### config.mk
export PLATFORM = sky130hd
export DESIGN_NAME = indctl_top
export DESIGN_NICKNAME = d
export VERILOG_FILES = /design/src/logic/indctl_pkg.sv /design/src/logic/indctl_blink_timer.sv /design/src/logic/indctl_pin_drive.sv /design/src/logic/indctl_top.sv
export SDC_FILE = /design/constraint.sdc
export NUM_CORES = 1
export LEC_CHECK = 0
export BUFFER_PORTS_ARGS = -buffer_cell sky130_fd_sc_hd__clkbuf_2
export CAP_MARGIN = 20
export CORE_UTILIZATION = 25
export CTS_CLUSTER_SIZE = 14
export DETAILED_ROUTE_END_ITERATION = 7
export PLACE_DENSITY_LB_ADDON = 0.3
export SLEW_MARGIN = 30
export SYNTH_ARGS = -nofsm -noshare
export SYNTH_HDL_FRONTEND = slang
export SYNTH_SLANG_ARGS = --single-unit
### constraint.sdc
create_clock -name pclk -period 3.3 [get_ports pclk]
set_clock_uncertainty 0.1 [all_clocks]
set_input_delay 0.66 -clock pclk [delete_from_list [all_inputs] [get_ports pclk]]
set_output_delay 0.66 -clock pclk [all_outputs]
set_load 0.01 [all_outputs]
### src/logic/indctl_pkg.sv
package indctl_pkg;

  localparam int unsigned CLK_PERIOD_NS = 20;
  // half periods of the two shared blink timers
  localparam int unsigned RATE1_HALF_NS = 40000000;
  localparam int unsigned RATE2_HALF_NS = 80000000;
  localparam int unsigned RATE1_HALF_CYCLES = RATE1_HALF_NS / CLK_PERIOD_NS;
  localparam int unsigned RATE2_HALF_CYCLES = RATE2_HALF_NS / CLK_PERIOD_NS;

  // register indices; byte address is four times the index
  localparam logic [15:0] IDX_IND_A = 16'hf020;
  localparam logic [15:0] IDX_IND_B = 16'hf021;
  localparam logic [15:0] IDX_MP = 16'hf022;
  localparam logic [31:0] ADDR_IND_A = {14'h0000, IDX_IND_A, 2'h0};
  localparam logic [31:0] ADDR_IND_B = {14'h0000, IDX_IND_B, 2'h0};
  localparam logic [31:0] ADDR_MP = {14'h0000, IDX_MP, 2'h0};

  // control word layout
  localparam int unsigned FLASH_LSB = 8;
  localparam int unsigned DUAL_LSB = 10;
  localparam int unsigned STEADY_LSB = 4;
  localparam int unsigned RATE_BIT = 2;
  localparam int unsigned SENSE_LSB = 0;
  localparam logic [15:0] CTL_WMASK = 16'h0ff7;

  localparam logic [15:0] RST_IND_A = 16'h0160;
  localparam logic [15:0] RST_IND_B = 16'h0160;
  localparam logic [15:0] RST_MP = 16'h0000;

  // behaviour codes
  localparam logic [3:0] CODE_OFF = 4'h0;
  localparam logic [3:0] CODE_TXRX = 4'h1;
  localparam logic [3:0] CODE_TX = 4'h2;
  localparam logic [3:0] CODE_RX = 4'h3;
  localparam logic [3:0] CODE_LINK = 4'h6;
  localparam logic [3:0] CODE_ON = 4'h7;
  localparam logic [3:0] CODE_BLINK_MIX = 4'ha;
  localparam logic [3:0] CODE_SOLID_MIX = 4'hb;
  localparam logic [1:0] DUAL_SEL = 2'h2;

  // drive sense
  localparam logic [1:0] SENSE_LOW_PUSH = 2'h0;
  localparam logic [1:0] SENSE_HIGH_PUSH = 2'h1;
  localparam logic [1:0] SENSE_LOW_OD = 2'h2;
  localparam logic [1:0] SENSE_HIGH_OD = 2'h3;

  typedef struct packed {
    logic tx;
    logic rx;
    logic link;
  } indctl_src_t;

  typedef struct packed {
    logic level;
    logic oe_n;
  } indctl_pin_t;

  function automatic logic cond_hit(input logic [3:0] code, input indctl_src_t src,
                                    input logic mix_ok);
    logic hit;
    hit = 1'b0;
    case (code)
      CODE_TXRX: hit = src.tx | src.rx;
      CODE_TX: hit = src.tx;
      CODE_RX: hit = src.rx;
      CODE_LINK: hit = src.link;
      CODE_ON: hit = 1'b1;
      CODE_BLINK_MIX, CODE_SOLID_MIX: hit = mix_ok;
      default: hit = 1'b0;
    endcase
    return hit;
  endfunction

endpackage

### src/logic/indctl_blink_timer.sv
`timescale 1ns/100ps
module indctl_blink_timer #(
  parameter int unsigned HALF_CYCLES = 2
) (
  input wire logic pclk,
  input wire logic presetn,
  output logic wave
);
  import indctl_pkg::*;

  logic [31:0] cnt_ff;
  logic wave_ff;
  logic [31:0] last_cnt;

  assign last_cnt = 32'(HALF_CYCLES - 1);
  assign wave = wave_ff;

  // one free-running timer per rate, shared by every pin so they blink in phase
  always_ff @(posedge pclk or negedge presetn) begin
    if (!presetn) begin
      cnt_ff <= 32'h0;
      wave_ff <= 1'b0;
    end else if (cnt_ff >= last_cnt) begin
      cnt_ff <= 32'h0;
      wave_ff <= ~wave_ff;
    end else begin
      cnt_ff <= cnt_ff + 32'h1;
    end
  end
endmodule // indctl_blink_timer

### src/logic/indctl_pin_drive.sv
`timescale 1ns/100ps
module indctl_pin_drive (
  input wire logic pclk,
  input wire logic presetn,
  input wire logic pin_on,
  input wire logic [1:0] sense,
  output indctl_pkg::indctl_pin_t pin
);
  import indctl_pkg::*;

  indctl_pin_t pin_ff;
  indctl_pin_t nxt_pin;

  always_comb begin
    nxt_pin = '{level: 1'b1, oe_n: 1'b0};
    case (sense)
      SENSE_LOW_PUSH: nxt_pin = '{level: ~pin_on, oe_n: 1'b0};
      SENSE_HIGH_PUSH: nxt_pin = '{level: pin_on, oe_n: 1'b0};
      SENSE_LOW_OD: nxt_pin = '{level: 1'b0, oe_n: ~pin_on};
      SENSE_HIGH_OD: nxt_pin = '{level: 1'b1, oe_n: ~pin_on};
      default: nxt_pin = '{level: 1'b1, oe_n: 1'b0};
    endcase
  end

  // registered so the pin never glitches while sources change
  always_ff @(posedge pclk or negedge presetn) begin
    if (!presetn) begin
      pin_ff <= '{level: 1'b1, oe_n: 1'b0};
    end else begin
      pin_ff <= nxt_pin;
    end
  end

  assign pin = pin_ff;
endmodule // indctl_pin_drive

### src/logic/indctl_top.sv
// Function
// - an active blink condition overrides the solid behaviour for a pin's on state.
// - code 0000 holds the indicator off, 0111 holds it on, 0001 follows tx or rx activity.
// - on system-side indicators 0010 follows transmit only and 0011 receive only.
// - solid code 0110 on indicator a and the multipurpose pin follows system link.
// - indicator b takes line-side sources: 0001 tx or rx, 0010 tx, 0011 rx, 0110 link.
// - indicator b behaviour and rate fields are ignored when indicator a bits 11:10 are 10.
// - the multipurpose blink field also accepts 1010 blink mix and 1011 solid mix.
// - a rate pick of 0 selects blink rate 1 and 1 selects blink rate 2.
// - drive sense 00 drives the pin low when on and high when off.
// - drive sense 01 drives the pin high when on and low when off.
// - sense 10 drives low when on, 11 high when on, and both release the pin when off.
//
// Design decision made here: the APB slave port.
`timescale 1ns/100ps
module indctl_top #(
  parameter int unsigned RATE1_CYCLES = indctl_pkg::RATE1_HALF_CYCLES,
  parameter int unsigned RATE2_CYCLES = indctl_pkg::RATE2_HALF_CYCLES
) (
  input wire logic pclk,
  input wire logic presetn,
  input wire logic psel,
  input wire logic penable,
  input wire logic pwrite,
  input wire logic [31:0] paddr,
  input wire logic [31:0] pwdata,
  input wire logic [3:0] pstrb,
  output logic [31:0] prdata,
  output logic pready,
  output logic pslverr,
  input wire indctl_pkg::indctl_src_t sys_src,
  input wire indctl_pkg::indctl_src_t line_src,
  output indctl_pkg::indctl_pin_t indicator_a_pin,
  output indctl_pkg::indctl_pin_t indicator_b_pin,
  output indctl_pkg::indctl_pin_t multipurpose_pin
);
  import indctl_pkg::*;

  logic [15:0] indicator_a_control_ff;
  logic [15:0] indicator_b_control_ff;
  logic [15:0] multipurpose_pin_control_ff;
  logic [31:0] prdata_ff;
  logic [15:0] rd_word;
  logic hit_a;
  logic hit_b;
  logic hit_mp;
  logic mapped;
  logic setup_phase;
  logic write_take;
  logic wave1;
  logic wave2;
  logic dual_mode;
  logic a_on;
  logic b_own_on;
  logic b_on;
  logic mp_on;

  // merge a bus write into a 16-bit control word, honouring byte strobes
  function automatic logic [15:0] merge_write(input logic [15:0] old, input logic [31:0] wdata,
                                              input logic [3:0] strb);
    logic [15:0] merged;
    merged = old;
    if (strb[0]) begin
      merged[7:0] = wdata[7:0];
    end
    if (strb[1]) begin
      merged[15:8] = wdata[15:8];
    end
    return merged & CTL_WMASK;
  endfunction

  // on state of one pin from its control word
  function automatic logic pin_state(input logic [15:0] ctl, input indctl_src_t src,
                                     input logic mix_ok, input logic w1, input logic w2);
    logic [3:0] flash;
    logic [3:0] steady;
    logic wave;
    logic on;
    flash = ctl[FLASH_LSB +: 4];
    steady = ctl[STEADY_LSB +: 4];
    wave = ctl[RATE_BIT] ? w2 : w1;
    if (cond_hit(flash, src, mix_ok)) begin
      on = (mix_ok && flash == CODE_SOLID_MIX) ? 1'b1 : wave;
    end else begin
      // solid field never takes mix codes: top bit set reads as off
      on = cond_hit(steady, src, 1'b0);
    end
    return on;
  endfunction

  // bus decode
  assign hit_a = (paddr == ADDR_IND_A);
  assign hit_b = (paddr == ADDR_IND_B);
  assign hit_mp = (paddr == ADDR_MP);
  assign mapped = hit_a | hit_b | hit_mp;
  assign setup_phase = psel & ~penable;
  assign write_take = psel & penable & pwrite;

  // zero wait states: read data is captured in the setup cycle
  assign pready = 1'b1;
  assign pslverr = psel & penable & ~mapped;
  assign prdata = prdata_ff;

  always_comb begin
    rd_word = 16'h0000;
    if (hit_a) begin
      rd_word = indicator_a_control_ff;
    end else if (hit_b) begin
      rd_word = indicator_b_control_ff;
    end else if (hit_mp) begin
      rd_word = multipurpose_pin_control_ff;
    end
  end

  always_ff @(posedge pclk or negedge presetn) begin
    if (!presetn) begin
      prdata_ff <= 32'h0000_0000;
    end else if (setup_phase && !pwrite) begin
      prdata_ff <= {16'h0000, rd_word};
    end
  end

  always_ff @(posedge pclk or negedge presetn) begin
    if (!presetn) begin
      indicator_a_control_ff <= RST_IND_A;
    end else if (write_take && hit_a) begin
      indicator_a_control_ff <= merge_write(indicator_a_control_ff, pwdata, pstrb);
    end
  end

  always_ff @(posedge pclk or negedge presetn) begin
    if (!presetn) begin
      indicator_b_control_ff <= RST_IND_B;
    end else if (write_take && hit_b) begin
      indicator_b_control_ff <= merge_write(indicator_b_control_ff, pwdata, pstrb);
    end
  end

  always_ff @(posedge pclk or negedge presetn) begin
    if (!presetn) begin
      multipurpose_pin_control_ff <= RST_MP;
    end else if (write_take && hit_mp) begin
      multipurpose_pin_control_ff <= merge_write(multipurpose_pin_control_ff, pwdata, pstrb);
    end
  end

  // shared rate timers
  indctl_blink_timer #(
    .HALF_CYCLES(RATE1_CYCLES)
  ) u_rate1 (
    .pclk(pclk),
    .presetn(presetn),
    .wave(wave1)
  );

  indctl_blink_timer #(
    .HALF_CYCLES(RATE2_CYCLES)
  ) u_rate2 (
    .pclk(pclk),
    .presetn(presetn),
    .wave(wave2)
  );

  // indicator a and the multipurpose pin use system-side sources
  assign a_on = pin_state(indicator_a_control_ff, sys_src, 1'b1, wave1, wave2);
  assign mp_on = pin_state(multipurpose_pin_control_ff, sys_src, 1'b1, wave1, wave2);

  // indicator b uses line-side sources and no mix codes
  assign b_own_on = pin_state(indicator_b_control_ff, line_src, 1'b0, wave1, wave2);
  assign dual_mode = (indicator_a_control_ff[DUAL_LSB +: 2] == DUAL_SEL);
  // dual mode drives a bi-colour pair: b is the complement of a
  assign b_on = dual_mode ? ~a_on : b_own_on;

  indctl_pin_drive u_drive_a (
    .pclk(pclk),
    .presetn(presetn),
    .pin_on(a_on),
    .sense(indicator_a_control_ff[SENSE_LSB +: 2]),
    .pin(indicator_a_pin)
  );

  // in dual mode b keeps its own drive sense, only the behaviour and rate fields are overridden
  indctl_pin_drive u_drive_b (
    .pclk(pclk),
    .presetn(presetn),
    .pin_on(b_on),
    .sense(indicator_b_control_ff[SENSE_LSB +: 2]),
    .pin(indicator_b_pin)
  );

  indctl_pin_drive u_drive_mp (
    .pclk(pclk),
    .presetn(presetn),
    .pin_on(mp_on),
    .sense(multipurpose_pin_control_ff[SENSE_LSB +: 2]),
    .pin(multipurpose_pin)
  );
endmodule // indctl_top

==> key figures, run 1 <==
Outcome
  – Status: finished clean

Clock network
  – Clock sinks: 116
  – Post-CTS setup buffers: 0
  – # resized after CTS: 0
  – Worst-Skew Late Latency: 420 ps
  – TritonCTS Buffers: 17
  – Root Driver: clkbuf_16
  – Clock slew at reported path FFs: approximately 60 ps
  – Hold_buf cts: 0
  – Deepest clock path buffer count: 2
  – CTS tree: yes
  – CTS H-tree depth: 4

Logic synthesis
  – Register area share after synthesis: 0.5189
  – EDFF count, synth: 0
  – Async SR Flop Fraction: 1.000
  – Warnings, synthesis: 0
  – Synth unique cells: 54
  – Synthesized area: 0.005615 sq mm
  – Syn_area_per_cell: 10.66 sq um
  – Post-synthesis register bit count: 116
  – Ys flop type: dfrtp_1
  – Mapped Cells: 527

Finish
  – Fill count: 2288
  – Final nets: about 710
  – Most common cell after layout, fill and taps aside: dfrtp_1
  – # diodes: 0
  – Synth-to-Final Area Change: 22.35%
  – Layout cell share with drive strength beyond 1: 0.2461
  – Final Instance Area: 0.006870 sq mm
  – Final core occ: 0.3138
  – Most frequent cells in the layout: dfrtp_1, nor2_1, clkbuf_2, conb_1, nand2_1

STA
  – Final setup violation count: 0
  – Crit path time final: between 2000 and 2500 ps
  – Worst-margin pin slew: 912.1 ps
  – Hold Vio Cnt, Final: 0
  – Setup ws final: 872.4 ps
  – Final worst path period share: 0.7356
  – Setup TNS: 0 ps
  – Relative slew slack: 0.3919
  – Slew Limit Fails: 0
  – Setup repair after global routing missed its margin: no
  – FMAX: 0.4119 GHz

Global route
  – Initial antenna violation count: 0
  – Grt ovf: 0
  – Largest net degree at the start of global routing: 43
  – First-pass GRT wire length: 20380 um
  – Vias in the first global route: 3915
  – Overall Global Routing Usage: 0.1135

Floorplan
  – Core area: 0.02189 sq mm
  – Initial core utilization: 0.2565
  – Die H: 151.9 um
  – Die W: about 150 um
  – I/O pins: 119
  – Num rows: 54
  – Die area: 0.02306 sq mm

Pwr
  – Seq pwr share: 0.424
  – Sw power: 0.7775 mW
  – Internal: 2.623 mW
  – Net switching fraction of the power: 0.2287
  – Pleak: 3.026 nW
  – Pwr dens: 494.9 mW/mm^2
  – Max VDD drop: roughly 0.00029 V
  – Combinational fraction of design power: 0.038
  – Clock share of power: 0.538

Place
  – Dpl hpwl: 9000 um
  – Post-place setup slack: 519.4 ps
  – Placed cell area: 0.006277 sq mm
  – GPL Wtd Cong: 0.7517
  – Port Buffers: 73

Route
  – Antenna-violating nets left: 0
  – DRT iter0 DRCs: 259
  – DRC: 0
  – DRT Pass-1 Iters: 4
  – Vias: 3952
  – DR vias/cell: 4.305
  – Post-Route WL: 12350 um
  – Routed length per instance: between 10 and 15 um

Worst hold path
  – HP Class: in2async

Setup path
  – Critical Path AT: 2580 ps
  – CP required: 3450 ps
  – FF-to-FF path depth: 7
  – Critical path class: reg2reg
  – Setup crit start kind: flop
  – Critical path peak fanout: 22
  – CP endpoint kind: flop

Flow run
  – Maxcap violations: 0
==> worst max-delay path, stage by stage, from the launching register on <==
cell	delay (ps)
dfrtp_1	400
ha_1	240
nand3_2	120
nor2_1	90
o41ai_1	290
a21oi_1	120
a311o_1	640
xor2_1	260
==> synthesized netlist by cell type, types with 2 or more instances <==
cell | number | share of area
a21oi_1 | 21 | 0.019
a221oi_1 | 12 | 0.019
a311oi_1 | 2 | 0.0031
a41oi_1 | 2 | 0.0031
and2_1 | 4 | 0.0045
and3_1 | 15 | 0.017
and4_1 | 2 | 0.0031
buf_2 | 7 | 0.0062
buf_4 | 22 | 0.029
buf_6 | 3 | 0.0060
clkbuf_1 | 8 | 0.0053
conb_1 | 2 | 0.0013
dfrtp_1 | 107 | 0.48
dfstp_2 | 9 | 0.042
ha_1 | 2 | 0.0045
inv_1 | 15 | 0.010
mux2_2 | 13 | 0.026
mux2_4 | 21 | 0.056
mux2i_1 | 4 | 0.0071
nand2_1 | 41 | 0.027
nand2b_1 | 7 | 0.0078
nand3_1 | 13 | 0.012
nand3b_1 | 5 | 0.0067
nand4_1 | 9 | 0.010
nand4b_1 | 2 | 0.0031
nor2_1 | 74 | 0.049
nor2b_1 | 5 | 0.0056
nor3_1 | 5 | 0.0045
nor4_1 | 11 | 0.012
o211ai_1 | 2 | 0.0027
o21ai_0 | 6 | 0.0053
o31ai_1 | 11 | 0.015
o41ai_1 | 2 | 0.0031
or3_1 | 2 | 0.0022
xnor2_1 | 17 | 0.027
xor2_1 | 26 | 0.041
==> worst paths after layout <==
path,startpoint,to,slack [ps]
worst min-delay path,presetn,u_rate2.cnt_ff[22],90
max in group asynchronous,presetn,indicator_a_control_ff[5],2290
worst min register to register,u_rate2.cnt_ff[0],u_rate2.cnt_ff[0],350
worst max register to register,u_rate1.cnt_ff[0],u_rate1.wave,870
worst max-delay path,u_rate1.cnt_ff[0],u_rate1.wave,870
min in group pclk,u_rate2.cnt_ff[0],u_rate2.cnt_ff[0],350
==> registers in the layout (all words and copies together), names as in the netlist <==
signal and cells:
u_drive_mp.pin 2, u_rate1.wave 1, u_drive_b.pin 2, prdata 11, u_drive_a.pin 2, multipurpose_pin_control_ff 11, u_rate1.cnt_ff 32, u_rate2.wave 1
indicator_b_control_ff 11, u_rate2.cnt_ff 32, indicator_a_control_ff 11
==> cells by family (layout without fill, tap and decap cells) <==
logic type | count (synthesis) | after routing | synth area share
simple gates | 201 | 201 | 0.1754
mux | 38 | 38 | 0.08935
xor+xnor | 43 | 43 | 0.06707
fa+ha+maj | 2 | 2 | 0.004456
compound gates | 69 | 69 | 0.08579
other cells | 2 | 43 | 0.001337
buf+inv | 56 | 126 | 0.05771
flops | 116 | 116 | 0.5189
==> per-stage QoR <==
step | power [mW] | hold slack, ps | instances
after detailed placement | 1.600 | 344.3 | 886
after CTS | 3.456 | 94.12 | 918
final | 3.400 | 86.48 | 918
after global placement | 1.599 | 344.2 | 886
after global routing | 3.528 | 111.8 | 918
after floorplan | 1.531 | 264.4 | 568
==> power groups by stage <==
stage	Combinational, mW	Clock (mW)	Sequential [mW]
after floorplan	0.0650	0	1.47
after global placement	0.132	0	1.47
after detailed placement	0.133	0	1.47
after CTS	0.133	1.88	1.44
after global routing	0.149	1.94	1.44
final	0.130	1.83	1.44
==> per-layer routing <==
| layer | vias to the layer above | track usage | wire, um |
|---|---|---|---|
| li1 | 1971 | - | - |
| met1 | 1863 | 0.1439 | 5700 |
| met2 | 101 | 0.1812 | 5835 |
| met3 | 17 | 0.02852 | 577 |
| met4 | 0 | 0.05286 | 237 |
| met5 | - | 0 | 0 |
==> area by class of cell <==
cell class,instances,area [sq um],area share
Clock inverter,13,150.1,0.02185
Clock buffer,19,442.9,0.06447
Multi-Input combinational cell,396,2531,0.3684
Timing Repair Buffer,79,425.4,0.06192
Sequential cell,116,2914,0.4241
Inverter,15,56.30,0.008195
Tap cell,280,350.3,0.05099
Note: power is estimated with default switching activity, not from simulation.
==> run 2, diff against run 1 <==
--- a/config.mk
+++ b/config.mk
@@ -5,6 +5,7 @@
 export SDC_FILE = /design/constraint.sdc
 export NUM_CORES = 1
 export LEC_CHECK = 0
+export ABC_AREA = 1
 export BUFFER_PORTS_ARGS = -buffer_cell sky130_fd_sc_hd__clkbuf_2
 export CAP_MARGIN = 20
 export CORE_UTILIZATION = 25
==> constraint.sdc (replaced) <==
create_clock -name pclk -period 2.2 [get_ports pclk]
set_clock_uncertainty 0.1 [all_clocks]
set_input_delay 0.44 -clock pclk [delete_from_list [all_inputs] [get_ports pclk]]
set_output_delay 0.44 -clock pclk [all_outputs]
set_load 0.01 [all_outputs]
==> run 2 against run 1 <==
Via count rose by 32%; synthesized area is 10% higher; flip-flop and latch count unchanged; setup slack got worse by 740 ps; final cell count is 34% higher; first-iteration DRC count fell by 3.5%; clock power up 63%; critical path depth increased by 1; non-clock buffer count up 7; clock-buffer cell count shrank 1; synthesized cell count grew 49%.
==> key figures, run 2 <==
STA
  – Slew Limit Fails: 0
  – Final worst path period share: 0.9403
  – FMAX: roughly 0.48 GHz
  – Setup repair after global routing missed its margin: no
  – Final setup violation count: 0
  – Crit path time final: 2069 ps
  – Setup ws final: approximately 130 ps
  – Hold Vio Cnt, Final: 0
  – Setup TNS: 0 ps

Setup path
  – Worst path buffer plus inverter count: 2
  – FF-to-FF path depth: 9
  – Critical path class: in2out
  – Critical path peak fanout: 5
  – CP max-delay cell: nor4_2
  – Worst path most repeated cell: clkbuf_2
  – Worst path cell trace: clkbuf_2 > nor4_2 > nand2_2 > nor2_8 > nand2_4 > nand3_1 > nor2_1 > clkbuf_2
  – Setup crit start kind: primary input
  – CP required: 1660 ps
  – Critical Path AT: between 1500 and 2000 ps
  – CP top delay family: simple AND/OR/NAND/NOR gates
  – WP depth: 8
  – CP endpoint kind: output pin
  – Critical path's largest stage delay: 300 ps

Global route
  – Overall Global Routing Usage: 0.1291
  – Initial antenna violation count: 0
  – Vias in the first global route: 5180
  – Largest net degree at the start of global routing: 51
  – Grt ovf: 0
  – First-pass GRT wire length: roughly 26000 um

Pwr
  – Pwr dens: 696.0 mW/mm^2
  – Max VDD drop: just over 0.0004 V
  – Pleak: ~3.7 nW

Logic synthesis
  – Top cell type's share of synthesized area: 0.4321
  – Syn_area_per_cell: around 7.9 sq um
  – Synth unique cells: 38
  – Synthesized area: 0.006196 sq mm
  – Most common cell in the netlist: nand2_1
  – EDFF count, synth: 0
  – Mapped Cells: 783
  – Post-synth top cells: nand2_1, dfrtp_1, nand3_1
  – Async SR Flop Fraction: 1.000
  – Ys flop type: dfrtp_1
  – Post-synthesis register bit count: 116
  – Register area share after synthesis: 0.4703
  – Warnings, synthesis: 0
  – Synth area leaders: dfrtp_1, nand2_1, nand3_1
  – Largest area contributor in the netlist: dfrtp_1

Place
  – GPL Wtd Cong: roughly 0.82
  – Dpl hpwl: 11100 um
  – Placed cell count: around 1200
  – Post-place setup slack: 113.8 ps
  – Port Buffers: 73

Worst hold path
  – Worst hold path depth: 3
  – HP Class: in2reg

Clock network
  – Worst-Skew Late Latency: 420 ps
  – Clock slew at reported path FFs: 60 ps
  – CTS tree: yes
  – Root Driver: clkbuf_16
  – Deepest clock path buffer count: 2
  – CTS H-tree depth: 4
  – Clock sinks: 116
  – TritonCTS Buffers: 17

Finish
  – Final core occ: 0.3147
  – Synth-to-Final Area Change: 23.53%
  – Top Registers: u_rate1.cnt_ff x32, u_rate2.cnt_ff x32
  – # diodes: 0
  – Layout cell share with drive strength beyond 1: 0.1874
  – Final nets: 975
  – Final cell count without fillers: 1231
  – Most frequent cells in the layout: nand2_1, dfrtp_1, nand3_1, nor2_1, inv_1
  – Most common cell after layout, fill and taps aside: nand2_1

Route
  – DRT iter0 DRCs: 250
  – DRC: 0
  – Vias: 5198
  – Routed length per instance: around 12 um
  – DRT Pass-1 Iters: 4
  – Post-Route WL: 15050 um
  – DR vias/cell: approximately 4.2
  – Antenna-violating nets left: 0

Floorplan
  – Die W: approximately 160 um
  – I/O pins: 119
  – Initial core utilization: 0.2548
  – Core area: ~0.024 sq mm
  – Die H: about 160 um
  – Die area: 0.02542 sq mm
  – Num rows: 57

Outcome
  – Status: finished clean

Flow run
  – Maxcap violations: 0
-- run 2: worst paths after layout --
| kind | start | to | slack (ps) |
|---|---|---|---|
| worst max-delay path | paddr[25] | pslverr | 130 |
| worst min-delay path | pwdata[6] | indicator_a_control_ff[6] | 140 |
| worst max register to register | u_rate1.cnt_ff[0] | u_rate1.wave | 300 |
| worst min register to register | prdata[11] | prdata[11] | 380 |
| max in group asynchronous | presetn | indicator_b_control_ff[6] | 890 |
| min in group asynchronous | presetn | u_rate1.cnt_ff[13] | 410 |
-- run 2: logic make-up after synthesis --
| logic type | synth area share |
|---|---|
| simple gates | 0.3663 |
| compound gates | 0.03292 |
| flops | 0.4703 |
| fa+ha+maj | 0.004038 |
| xor+xnor | 0.03675 |
| other cells | 0.001212 |
| buf+inv | 0.08845 |
-- run 2: routing by layer --
| metal | vias up | GRT usage | share of wire |
|---|---|---|---|
| li1 | 2670 | - | - |
| met5 | - | 0 | 0 |
| met4 | 0 | 0.04502 | 0.0097 |
| met3 | 12 | 0.02813 | 0.036 |
| met2 | 103 | 0.2121 | 0.48 |
| met1 | 2413 | 0.1672 | 0.48 |
-- run 2: layout make-up --
cell class                 count  area, sq um
inverter                      82        307.8
fill                        2595        16670
tap                          324        405.4
clock inverter                14        201.4
multi-input combinational    591         2903
timing repair buffer          86        493.0
clock buffer                  18        429.2
sequential                   116         2914
-- run 2: timing repair --
action	CTS	global route
setup buffers	0	1
hold buffers	1	0
gates resized for setup	0	3
endpoints found under the setup margin	0	1
hold endpoints to repair	30	0
-- run 2: stage by stage --
stage                     hold slack, ps  power [mW]  area [sq um]
after floorplan                    44.41       2.284          6350
after global placement             325.4       2.384          6990
after detailed placement           323.7       2.386          6990
after CTS                          120.8       5.392          7631
after global routing               143.8       5.504          7654
final                              138.7       5.327          7654
-- run 2: where the power goes --
| group | leakage [nW] | switching, mW | total, mW | internal [mW] |
|---|---|---|---|---|
| clock network | 0.290 | 1.07 | 2.98 | 1.91 |
| logic | 1.89 | 0.127 | 0.186 | 0.0590 |
| registers | 1.53 | 0.00646 | 2.16 | 2.16 |
-- run 2: worst reg2reg max path: cells and delay by family, from the launching register on --
family | cells | cell delay [ps]
AO/OA/AOI/OAI | 1 | 300
adder cells (fa/ha/maj) | 1 | 220
flip-flops | 1 | 380
AND/OR/NAND/NOR | 7 | 840
==> run 3, diff against run 2 <==
--- a/config.mk
+++ b/config.mk
@@ -11,8 +11,9 @@
 export CORE_UTILIZATION = 25
 export CTS_CLUSTER_SIZE = 14
 export DETAILED_ROUTE_END_ITERATION = 7
-export PLACE_DENSITY_LB_ADDON = 0.3
+export PLACE_DENSITY = 0.53
 export SLEW_MARGIN = 30
 export SYNTH_ARGS = -nofsm -noshare
 export SYNTH_HDL_FRONTEND = slang
+export SYNTH_HIERARCHICAL = 1
 export SYNTH_SLANG_ARGS = --single-unit
==> run 3 against run 2 <==
Final cell count grew 4.4%; synthesized area grew 1.4%; combinational power is essentially flat; flip-flop and latch count is the same; routed wire length shrank 3.2%; clock-buffer cell count grew 5; non-clock buffer count shrank 1; total power grew 1.3%; design area grew 1.0%; critical path type unchanged; largest cell class is now multi-input gates; highest routed layer unchanged.
==> key figures, run 3 <==
Finish
  – Most frequent cells in the layout: nand2_1, nor2_1, dfrtp_1, nand3_1, inv_1
  – Multi-input logic area: 0.002953 sq mm
  – Final Instance Area: a little under 0.008 sq mm
  – Most common cell after layout, fill and taps aside: nand2_1
  – Final core occ: 0.3161
  – Final nets: 1029
  – # diodes: 0
  – Synth-to-Final Area Change: 23.08%
  – Layout cell share with drive strength beyond 1: 0.1592
  – Register area: 0.002914 sq mm
  – Top Registers: u_rate1/cnt_ff x32, u_rate2/cnt_ff x32
  – Fill count: 2627

Pwr
  – Max VDD drop: between 0.0004 and 0.0005 V
  – Seq pwr share: 0.401
  – Pwr dens: 697.7 mW/mm^2
  – Internal: 4.314 mW
  – Combinational fraction of design power: 0.035
  – Sw power: 1.082 mW
  – Clock share of power: 0.564
  – Net switching fraction of the power: 0.2005
  – Pleak: 3.730 nW

Setup path
  – CP endpoint kind: output pin
  – Setup crit start kind: primary input
  – Critical path peak fanout: 8
  – Critical path class: in2out
  – Critical Path AT: between 1000 and 1500 ps
  – CP required: 1660 ps

Clock network
  – Post-CTS setup buffers: 0
  – CTS H-tree depth: 4
  – CTS tree: yes
  – # resized after CTS: 0
  – Hold_buf cts: 1
  – TritonCTS Buffers: 17
  – Deepest clock path buffer count: 2
  – Root Driver: clkbuf_16
  – Clock slew at reported path FFs: 50 ps
  – Clock sinks: 116
  – Worst-Skew Late Latency: 410 ps

Logic synthesis
  – Mapped Cells: between 800 and 900
  – Async SR Flop Fraction: 1.000
  – Top cell type's share of synthesized area: 0.4261
  – Largest area contributor in the netlist: dfrtp_1
  – Synth area leaders: dfrtp_1, nand2_1, nor2_1
  – Post-synthesis register bit count: 116
  – Ys flop type: dfrtp_1
  – EDFF count, synth: 0
  – Synth unique cells: 33
  – Most common cell in the netlist: nand2_1
  – Syn_area_per_cell: around 7.5 sq um
  – Synthesized area: 0.006284 sq mm
  – Warnings, synthesis: 6
  – Post-synth top cells: nand2_1, nor2_1, dfrtp_1
  – Register area share after synthesis: 0.4638

Route
  – Antenna-violating nets left: 0
  – DRT iter0 DRCs: 363
  – Vias: 5304
  – DRC: 0
  – DR vias/cell: 4.128
  – DRT Pass-1 Iters: 4
  – Routed length per instance: 11.33 um
  – Post-Route WL: 14560 um

Place
  – Dpl hpwl: 11000 um
  – GPL Wtd Cong: 0.7942
  – Placed cell area: 0.007071 sq mm
  – Port Buffers: 73

STA
  – Hold slack: 134.3 ps
  – Worst-margin pin slew: 496.3 ps
  – Slew Limit Fails: 0
  – Final worst path period share: 0.9099
  – Hold Vio Cnt, Final: 0
  – Final setup violation count: 0
  – Crit path time final: 2002 ps
  – FMAX: approximately 0.5 GHz
  – Setup repair after global routing missed its margin: no
  – Setup TNS: 0 ps
  – Relative slew slack: 0.6666

Global route
  – Overall Global Routing Usage: 0.1202
  – Grt ovf: 0
  – Initial antenna violation count: 0
  – Largest net degree at the start of global routing: 70
  – First-pass GRT wire length: between 20000 and 25000 um
  – Vias in the first global route: 5062

Floorplan
  – I/O pins: 119
  – Num rows: 57
  – Die W: 160.5 um
  – Core area: 0.02446 sq mm
  – Initial core utilization: 0.2569
  – Die H: 160.5 um
  – Die area: 0.02577 sq mm

Flow run
  – Maxcap violations: 0

Worst hold path
  – HP Class: in2reg

Outcome
  – Status: finished clean
## run 3: worst paths after layout
kind / slack [ps] / depth (start not counted) / to / startpoint
setup reg to reg: 430 / 11 / u_rate1/wave / u_rate1/cnt_ff[0]
hold reg to reg: 360 / 1 / u_rate1/cnt_ff[0] / u_rate1/cnt_ff[0]
setup / recovery: 200 / 10 / pslverr / paddr[22]
max in group asynchronous: 1130 / 3 / indicator_b_control_ff[5] / presetn
min in group asynchronous: 480 / 3 / u_rate1/cnt_ff[11] / presetn
hold / removal: 130 / 3 / indicator_b_control_ff[8] / pwdata[8]
## run 3: logic make-up after synthesis
kind of cell / after synthesis / synth area share
flip-flops: 116 / 0.4638
XOR/XNOR: 29 / 0.04042
AND/OR/NAND/NOR: 546 / 0.3789
AO/OA/AOI/OAI: 22 / 0.02091
buffers and inverters: 119 / 0.08961
adder cells (fa/ha/maj): 2 / 0.003982
other: 4 / 0.002389
## run 3: critical path, stage by stage
cell and delay [ps]:
clkbuf_2 80, inv_1 40, nand2_1 40, nor2_1 90
nand2_1 90, nor2_4 230, nand2_2 160, nand3_1 130
nor2_1 40, clkbuf_2 120
## run 3: cell type report
class	instances	share of cell area
flip-flops and latches	116	0.3768
clock buffers	23	0.06180
well taps	324	0.05242
repair buffers	85	0.06277
multi-input cells	642	0.3818
clock inverters	9	0.02265
inverters	86	0.04174
## run 3: metrics by stage
| stage | setup WS (ps) | std cells | power [mW] |
|---|---|---|---|
| after floorplan | 498.3 | 877 | 2.291 |
| after global placement | 164.0 | 1252 | 2.392 |
| after detailed placement | 166.2 | 1252 | 2.393 |
| after CTS | 163.0 | 1285 | 5.466 |
| after global routing | 21.95 | 1285 | 5.596 |
| final | 198.2 | 1285 | 5.396 |
## run 3: power groups by stage
stage / clock [mW] / combinational, mW / sequential, mW
6_report: 3.04 / 0.189 / 2.16
2_1_floorplan: 0 / 0.0918 / 2.20
5_1_grt: 3.21 / 0.222 / 2.17
3_5_place_dp: 0 / 0.192 / 2.20
4_1_cts: 3.11 / 0.195 / 2.16
3_3_place_gp: 0 / 0.191 / 2.20
## run 3: per-layer routing
| metal | vias to the layer above | global-route usage | share of wire |
|---|---|---|---|
| met3 | 20 | 0.02867 | 0.037 |
| met2 | 110 | 0.1930 | 0.46 |
| met5 | - | 0 | 0 |
| met1 | 2390 | 0.1577 | 0.48 |
| met4 | 0 | 0.04113 | 0.015 |
| li1 | 2784 | - | - |
